`src/hw/pecu_pkg.sv`:
```
// Package for the performance event counter unit: map, fields, sources
package pecu_pkg;
	localparam int PECU_ADDR_W = 8;
	localparam logic [7:0] PECU_CTRL_OFS = 8'h00;
	localparam logic [7:0] PECU_STATUS_OFS = 8'h04;
	localparam logic [7:0] PECU_SEL_OFS = 8'h08;
	localparam logic [7:0] PECU_CNT0_OFS = 8'h10;
	localparam int PECU_CH_N = 4;
	localparam int PECU_SRC_W = 5;
	localparam int PECU_SEL_STRIDE = 8;
	// Control fields
	localparam int PECU_CTRL_MODE_LSB = 0;
	localparam int PECU_CTRL_ARM_BIT = 4;
	localparam int PECU_CTRL_INIT_BIT = 5;
	// Status fields
	localparam int PECU_ST_COUNT_BIT = 0;
	localparam int PECU_ST_ERR_BIT = 1;
	localparam int PECU_ST_DONE_BIT = 2;
	localparam int PECU_ST_OVF_LSB = 4;
	localparam logic [31:0] PECU_ZERO = 32'h00000000;
	localparam logic [32:0] PECU_INC_ONE = 33'h000000001;
	localparam logic [32:0] PECU_INC_TWO = 33'h000000002;

	typedef enum logic [1:0] {
		PECU_MODE_RUN_BREAK,
		PECU_MODE_TRIG_FWD,
		PECU_MODE_TRIG_REV
	} pecu_mode_t;

	typedef enum logic [4:0] {
		PECU_SRC_DISABLED,
		PECU_SRC_ELAPSED_TIME,
		PECU_SRC_EXEC_STATES,
		PECU_SRC_BRANCH,
		PECU_SRC_INSTR,
		PECU_SRC_DSP_OP,
		PECU_SRC_FETCH_DATA_CONFLICT,
		PECU_SRC_OTHER_CONFLICT,
		PECU_SRC_EXCEPTION,
		PECU_SRC_OPERAND_TLB_MISS,
		PECU_SRC_FETCH_TLB_MISS,
		PECU_SRC_INTERRUPT,
		PECU_SRC_MASKED_STATE_INSTR,
		PECU_SRC_PRIVILEGED_INSTR,
		PECU_SRC_FETCH_CACHE_MISS,
		PECU_SRC_OPERAND_CACHE_MISS,
		PECU_SRC_FETCH_STALL,
		PECU_SRC_OPERAND_ACCESS_STALL,
		PECU_SRC_FETCH_MISS_STALL,
		PECU_SRC_OPERAND_MISS_STALL
	} pecu_src_t;

	localparam int PECU_EVT_N = 20;
endpackage : pecu_pkg

```
`src/hw/pecu_top.sv`:
```
// Performance event counter unit with APB register access
// Behaviour
// - Run-to-break mode counts from program start until any break halts execution.
// - Forward trigger mode counts from first trigger until second trigger.
// - Reverse trigger mode counts from second trigger until first trigger.
// - Window mode has exactly three choices: run-break, forward, reverse.
// - Four channels count their own events in the same window.
// - Each channel selects disabled or one of the listed event sources.
// - DSP and TLB-miss sources count only when that unit is present.
// - Trigger modes need one enabled channel; otherwise arming is an error.
// - Counts may be slightly off around the start and stop events.
// - Counters run on the CPU clock and stop at the selected mode's stop event or at a host initialize request.
// - Results are 32 bits and overflow is visible to the host.
// - A branch adds two to the counter.
// - Host initialize request clears all channel results.
`timescale 1ns/1ps
module pecu_top
	import pecu_pkg::*;
#(
	parameter bit HAS_DSP = 1'b1,
	parameter bit HAS_MMU = 1'b1
) (
	input wire logic CLK,
	input wire logic SRST,
	input wire logic PSEL,
	input wire logic PENABLE,
	input wire logic PWRITE,
	input wire logic [PECU_ADDR_W-1:0] PADDR,
	input wire logic [31:0] PWDATA,
	output logic [31:0] PRDATA,
	output logic PREADY,
	output logic PSLVERR,
	input wire logic RUN_START,
	input wire logic BREAK_HALT,
	input wire logic TRIG_A,
	input wire logic TRIG_B,
	input wire logic [PECU_EVT_N-1:0] EVENTS,
	output logic COUNTING
);
	if (PECU_CH_N != 4) begin : g_ch_check
		$error("pecu_top serves exactly four channels");
	end

	typedef struct packed {
		pecu_mode_t mode;
		logic armed;
		logic counting;
		logic err;
		logic done;
		logic [PECU_CH_N-1:0][PECU_SRC_W-1:0] sel;
		logic [PECU_CH_N-1:0][31:0] cnt;
		logic [PECU_CH_N-1:0] ovf;
		logic [31:0] rdata;
	} pecu_state_t;

	pecu_state_t st;
	pecu_state_t next_st;
	logic wr;
	logic rd;
	logic start_ev;
	logic stop_ev;
	logic any_ch;
	logic [PECU_CH_N-1:0] hit;
	logic [32:0] sum;
	logic [31:0] wmode;
	// Unused source codes read as zero instead of indexing past the event bus
	logic [(1 << PECU_SRC_W)-1:0] ev_ext;

	assign ev_ext = {{((1 << PECU_SRC_W) - PECU_EVT_N){1'b0}}, EVENTS};
	assign wr = PSEL && PENABLE && PWRITE;
	assign rd = PSEL && !PENABLE && !PWRITE;
	assign PREADY = 1'b1;
	assign PSLVERR = 1'b0;
	assign PRDATA = st.rdata;
	assign COUNTING = st.counting;

	always_comb begin
		any_ch = 1'b0;
		for (int c = 0; c < PECU_CH_N; c++) begin
			any_ch = any_ch | (st.sel[c] != PECU_SRC_W'(PECU_SRC_DISABLED));
		end
		unique case (st.mode)
			PECU_MODE_RUN_BREAK: begin
				start_ev = RUN_START;
				stop_ev = BREAK_HALT;
			end
			PECU_MODE_TRIG_FWD: begin
				start_ev = TRIG_A;
				stop_ev = TRIG_B;
			end
			PECU_MODE_TRIG_REV: begin
				start_ev = TRIG_B;
				stop_ev = TRIG_A;
			end
			default: begin
				start_ev = 1'b0;
				stop_ev = 1'b0;
			end
		endcase
	end

	always_comb begin
		next_st = st;
		sum = '0;
		wmode = PWDATA >> PECU_CTRL_MODE_LSB;
		hit = '0;
		// Start/stop are sampled the cycle they occur; a one-cycle skew is accepted
		if (st.armed && !st.counting && start_ev) begin
			next_st.counting = 1'b1;
		end
		if (st.counting && stop_ev) begin
			next_st.counting = 1'b0;
			next_st.armed = 1'b0;
			next_st.done = 1'b1;
		end
		for (int c = 0; c < PECU_CH_N; c++) begin
			unique case (pecu_src_t'(st.sel[c]))
				PECU_SRC_DISABLED: hit[c] = 1'b0;
				PECU_SRC_DSP_OP: hit[c] = HAS_DSP && EVENTS[PECU_SRC_DSP_OP];
				PECU_SRC_OPERAND_TLB_MISS, PECU_SRC_FETCH_TLB_MISS: begin
					hit[c] = HAS_MMU && EVENTS[st.sel[c]];
				end
				default: hit[c] = ev_ext[st.sel[c]];
			endcase
			if (st.counting && hit[c]) begin
				sum = {1'b0, st.cnt[c]} + ((st.sel[c] == PECU_SRC_W'(PECU_SRC_BRANCH)) ? PECU_INC_TWO : PECU_INC_ONE);
				next_st.cnt[c] = sum[31:0];
				next_st.ovf[c] = st.ovf[c] | sum[32];
			end
		end
		if (wr) begin
			if (PADDR == PECU_CTRL_OFS) begin
				if (wmode[1:0] <= 2'(PECU_MODE_TRIG_REV)) begin
					next_st.mode = pecu_mode_t'(wmode[1:0]);
				end
				if (PWDATA[PECU_CTRL_INIT_BIT]) begin
					next_st.cnt = '0;
					next_st.ovf = '0;
					next_st.done = 1'b0;
					next_st.counting = 1'b0;
					next_st.armed = 1'b0;
				end
				if (PWDATA[PECU_CTRL_ARM_BIT]) begin
					// Judged on the mode written in this same access
					if (next_st.mode != PECU_MODE_RUN_BREAK && !any_ch) begin
						next_st.err = 1'b1;
						next_st.armed = 1'b0;
					end else begin
						next_st.err = 1'b0;
						next_st.armed = 1'b1;
						next_st.done = 1'b0;
					end
				end
			end else if (PADDR == PECU_SEL_OFS && !st.counting) begin
				for (int c = 0; c < PECU_CH_N; c++) begin
					next_st.sel[c] = PWDATA[c*PECU_SEL_STRIDE +: PECU_SRC_W];
				end
			end
		end
		if (rd) begin
			next_st.rdata = PECU_ZERO;
			if (PADDR == PECU_CTRL_OFS) begin
				next_st.rdata[PECU_CTRL_MODE_LSB +: 2] = st.mode;
				next_st.rdata[PECU_CTRL_ARM_BIT] = st.armed;
			end else if (PADDR == PECU_STATUS_OFS) begin
				next_st.rdata[PECU_ST_COUNT_BIT] = st.counting;
				next_st.rdata[PECU_ST_ERR_BIT] = st.err;
				next_st.rdata[PECU_ST_DONE_BIT] = st.done;
				next_st.rdata[PECU_ST_OVF_LSB +: PECU_CH_N] = st.ovf;
			end else if (PADDR == PECU_SEL_OFS) begin
				for (int c = 0; c < PECU_CH_N; c++) begin
					next_st.rdata[c*PECU_SEL_STRIDE +: PECU_SRC_W] = st.sel[c];
				end
			end else begin
				for (int c = 0; c < PECU_CH_N; c++) begin
					if (PADDR == PECU_CNT0_OFS + 8'(4 * c)) begin
						next_st.rdata = st.cnt[c];
					end
				end
			end
		end
	end

	always_ff @(posedge CLK) begin
		if (SRST) begin
			st <= '0;
		end else begin
			st <= next_st;
		end
	end

	property p_stop_ends;
		@(posedge CLK) disable iff (SRST)
		(st.counting && stop_ev && !wr) |=> (!st.counting && st.done);
	endproperty
	a_stop_ends: assert property (p_stop_ends) else $error("stop event did not end window");

	property p_fwd_start;
		@(posedge CLK) disable iff (SRST)
		(st.mode == PECU_MODE_TRIG_FWD && st.armed && !st.counting && TRIG_A && !wr) |=> st.counting;
	endproperty
	a_fwd_start: assert property (p_fwd_start) else $error("forward trigger did not start");

	property p_rev_start;
		@(posedge CLK) disable iff (SRST)
		(st.mode == PECU_MODE_TRIG_REV && st.armed && !st.counting && TRIG_B && !wr) |=> st.counting;
	endproperty
	a_rev_start: assert property (p_rev_start) else $error("reverse trigger did not start");

	property p_run_start;
		@(posedge CLK) disable iff (SRST)
		(st.mode == PECU_MODE_RUN_BREAK && st.armed && !st.counting && RUN_START && !wr) |=> st.counting;
	endproperty
	a_run_start: assert property (p_run_start) else $error("run start did not start");

	property p_mode_legal;
		@(posedge CLK) disable iff (SRST) st.mode != 2'h3;
	endproperty
	a_mode_legal: assert property (p_mode_legal) else $error("illegal window mode");

	property p_hold;
		@(posedge CLK) disable iff (SRST)
		(!st.counting && !wr) |=> (st.cnt == $past(st.cnt));
	endproperty
	a_hold: assert property (p_hold) else $error("counter moved outside window");

	property p_branch_two;
		@(posedge CLK) disable iff (SRST)
		(st.counting && !stop_ev && !wr && st.sel[PECU_CH_N-1] == PECU_SRC_W'(PECU_SRC_BRANCH)
			&& EVENTS[PECU_SRC_BRANCH])
		|=> (st.cnt[PECU_CH_N-1] == $past(st.cnt[PECU_CH_N-1]) + 32'h00000002);
	endproperty
	a_branch_two: assert property (p_branch_two) else $error("branch did not add two");

	property p_init_clears;
		@(posedge CLK) disable iff (SRST)
		(wr && PADDR == PECU_CTRL_OFS && PWDATA[PECU_CTRL_INIT_BIT]) |=> (st.cnt == '0 && st.ovf == '0);
	endproperty
	a_init_clears: assert property (p_init_clears) else $error("init did not clear results");

	property p_no_ch_err;
		@(posedge CLK) disable iff (SRST)
		(wr && PADDR == PECU_CTRL_OFS && PWDATA[PECU_CTRL_ARM_BIT] && !any_ch
			&& (PWDATA[PECU_CTRL_MODE_LSB +: 2] == 2'(PECU_MODE_TRIG_FWD)
			|| PWDATA[PECU_CTRL_MODE_LSB +: 2] == 2'(PECU_MODE_TRIG_REV)))
		|=> (st.err && !st.armed);
	endproperty
	a_no_ch_err: assert property (p_no_ch_err) else $error("empty trigger config not refused");

	property p_ovf_sticky;
		@(posedge CLK) disable iff (SRST)
		(st.ovf[0] && !wr) |=> st.ovf[0];
	endproperty
	a_ovf_sticky: assert property (p_ovf_sticky) else $error("overflow flag lost");
endmodule : pecu_top

```
`config.mk`:
```
export PLATFORM = sky130hd
export DESIGN_NAME = pecu_top
export DESIGN_NICKNAME = d
export VERILOG_FILES = /design/src/hw/pecu_pkg.sv /design/src/hw/pecu_top.sv
export SDC_FILE = /design/constraint.sdc
export NUM_CORES = 1
export LEC_CHECK = 0
export ABC_CLOCK_PERIOD_IN_PS = 4650
export BUFFER_PORTS_ARGS = -buffer_cell sky130_fd_sc_hd__buf_2
export CORE_ASPECT_RATIO = 1.75
export CORE_UTILIZATION = 60
export DETAILED_ROUTE_END_ITERATION = 8
export PLACE_DENSITY = 0.91
export SYNTH_ARGS = -nofsm -noshare
export SYNTH_HDL_FRONTEND = slang
export SYNTH_SLANG_ARGS = --single-unit
```
`constraint.sdc`:
```
create_clock -name CLK -period 4.65 [get_ports CLK]
set_input_delay 0.6975 -clock CLK [delete_from_list [all_inputs] [get_ports CLK]]
set_output_delay 0.6975 -clock CLK [all_outputs]
set_load 0.05 [all_outputs]
```
==> impl_metrics.tcl <==
set metrics [dict create \
    worstMarginPinSlew_ps 1240 \
    wl_met2_um 17000 \
    syn_inst 1378 \
    m1WireLength_um 11500 \
    hold_class "register to register" \
    drv_cap 0 \
    grt_usage 0.355 \
    place_inst 1592 \
    grt_pass1_wl_um 54500 \
    cts_buffers 17 \
    final_area_um2 12200 \
    endpoint_kind "register" \
    routed_wl_um 34000 \
    yosys_register_bits 190 \
    drtIter0Drc 1280 \
    skew_ps 12.9 \
    drv_slew 0 \
    critical-path-max-stage-delay_ps 470 \
    place_area_um2 11500 \
    start_util 0.612 \
    ant_nets 0 \
    rows 66 \
    synth_cell_types 75 \
    dp_hpwl_um 24200 \
    die_area_um2 19400 \
    timing.rr.end "st[159]" \
    postCtsSetupRepairBufs 0 \
    syn_avg_cell_area_um2 8.21 \
    synth-seq-area-share 0.336 \
    antenna_found_initial 0 \
    violations "DRC" \
    status "finished, violations left" \
    final-setup-viol-count 0 \
    finalCriticalPeriod_ps 3240 \
    yosys_warnings 0 \
    cts-hold-fix-buffers 0 \
    drc_errors 4 \
    fin_cells 1625 \
    clockRootBuffer "clkbuf_16" \
    wl_met3_um 2730 \
    slew_headroom 0.176 \
    slowest_stage "nor3_1" \
    cts-resized-gates 0 \
    portBuffers 90 \
    leakagePower_nw 3.97 \
    vias_per_cell 6.96 \
    period_share 0.696 \
    cp.arrival_ps 3610 \
    grt_max_degree 54 \
    area_delta_synth_final_pct 7.41 \
    drt-pass1-iter-count 9 \
    nets 1454 \
    fmax_mhz 309 \
    final_common_cell "dfxtp_1" \
    min_to "PRDATA[13]" \
    ios 104 \
    clk_latency_ps 450 \
    reg2regPathDepth 11 \
    synthArstFlopShare 0 \
    critPathTopFamily "simple AND/OR/NAND/NOR gates" \
    syn-num-nets 1459 \
    hold_viol 0 \
    p_per_area_nw_per_um2 276 \
    hold_depth 2 \
    path_cells "buf_4 > nor3_1 > nand3_1 > inv_1 > ha_1 > a21oi_1 > nor2_1 > and3_1 > nand4_2 > a2111oi_2 > mux2i_1" \
    cts_tree "done" \
    ff2ff_setup_slack_ps 1410 \
    grt_pass1_vias 10900 \
    crit_path_max_fanout 13 \
    synth_ff_type "dfxtp_1" \
    syn_area_um2 11300 \
    routed.top_layer "met4" \
    clock-sinks 190 \
    cts_max_level 4 \
    path_buf_inv 2 \
    vias 11300 \
    cts_buffer_depth 2 \
    required_ps 5020 \
    gp_congestion 1.02 \
    core-area_um2 18500 \
    final_cell_mix "190 x dfxtp_1, 141 x a21oi_1, 128 x nand2_1" \
    fillers 1484 \
    ir_drop_uv 248 \
    worstHoldStart "PRDATA[13]" \
    die_w_um 106 \
    dieHeight_um 184 \
    rsz0062_at_grt "no" \
    crit_path_start_kind "register" \
    setup_tns_ps 0 \
    drive_gt1_frac 0.139 \
    criticalPathCategory "register to register" \
    reg2reg_from "st[181]" \
    wl_per_cell_um 20.9 \
    cts.clk_slew.worst_paths_ps 80 \
    overflow 0 \
    synth_edf_count 0 \
]
==> worst max-delay path by stage <==
stage | start | endpoint | slack [ps] | cells past startpoint
2_1_floorplan | PADDR[4] | st[34] | 2110 | 7
3_3_place_gp | PADDR[5] | PRDATA[25] | 1250 | 7
3_5_place_dp | PADDR[5] | PRDATA[26] | 1190 | 7
4_1_cts | st[181] | st[159] | 1450 | 11
5_1_grt | st[181] | st[159] | 1210 | 11
6_report | st[181] | st[159] | 1410 | 11
==> metal layers <==
metal  up-vias  GRT usage
met2       678      0.622
li1       5117          -
met3       203     0.0624
met5         -          0
met4         0      0.277
met1      5308      0.373
==> synth_stat cells, drive strengths merged (9+ instances only) <==
cell	instances	area share
o221ai	18	0.014
and4	9	0.0070
clkbuf	55	0.018
o211ai	24	0.016
a22oi	17	0.011
o31ai	33	0.022
or4	28	0.020
o2111ai	12	0.0093
nor2	112	0.038
nor3	27	0.013
o21ai	64	0.029
and3	27	0.015
nand3b	14	0.0093
xor2	13	0.010
a221o	15	0.013
or3	40	0.022
mux4	15	0.030
inv	17	0.0056
buf	78	0.045
a21oi	146	0.066
nand3	55	0.024
nand2b	26	0.014
nand2	128	0.042
nand4	31	0.018
dfxtp	190	0.34
and2	20	0.011
mux2i	58	0.051
==> worst reg2reg max path, stage by stage, from the launching register on <==
cell and delay [ps]:
dfxtp_1 310, buf_4 200, nor3_1 470, nand3_1 180
inv_1 150, ha_1 170, a21oi_1 60, nor2_1 380
and3_1 230, nand4_2 350, a2111oi_2 450, mux2i_1 210
==> sequential cells by signal (all words and copies together), names as in the netlist <==
| signal | cells |
|---|---|
| COUNTING | 1 |
| PRDATA | 32 |
| st | 157 |
==> report_power, final <==
| group | internal, mW | switching, mW |
|---|---|---|
| clock network | 0.830 | 0.719 |
| logic | 0.0528 | 0.118 |
| registers | 1.63 | 0.00242 |
==> cell type report <==
type | instances | area [µm²] | area share
clock inverters | 14 | 171 | 0.0141
multi-input cells | 1038 | 6770 | 0.557
flip-flops and latches | 190 | 3800 | 0.313
repair buffers | 109 | 606 | 0.0498
clock buffers | 18 | 439 | 0.0361
inverters | 17 | 63.8 | 0.00525
well taps | 238 | 298 | 0.0245
diodes | 1 | 2.50 | 0.000206
==> cells by family after synthesis <==
kind of cell             share of synthesized area
other                                     0.000663
flip-flops                                   0.336
buffers and inverters                       0.0690
XOR/XNOR                                    0.0132
multiplexers                                0.0871
adder cells (fa/ha/maj)                     0.0159
AO/OA/AOI/OAI                                0.227
AND/OR/NAND/NOR                              0.251
==> metrics by stage <==
step	hold WS (ps)	power [mW]	utilization	setup WS (ps)
4_1_cts	452	3.34	0.657	1450
3_5_place_dp	443	1.83	0.624	1190
5_1_grt	462	3.42	0.657	1210
3_3_place_gp	436	1.83	0.624	1250
2_1_floorplan	427	1.78	-	2110
6_report	452	3.35	0.657	1410
Power figures use the tool's default switching activity.
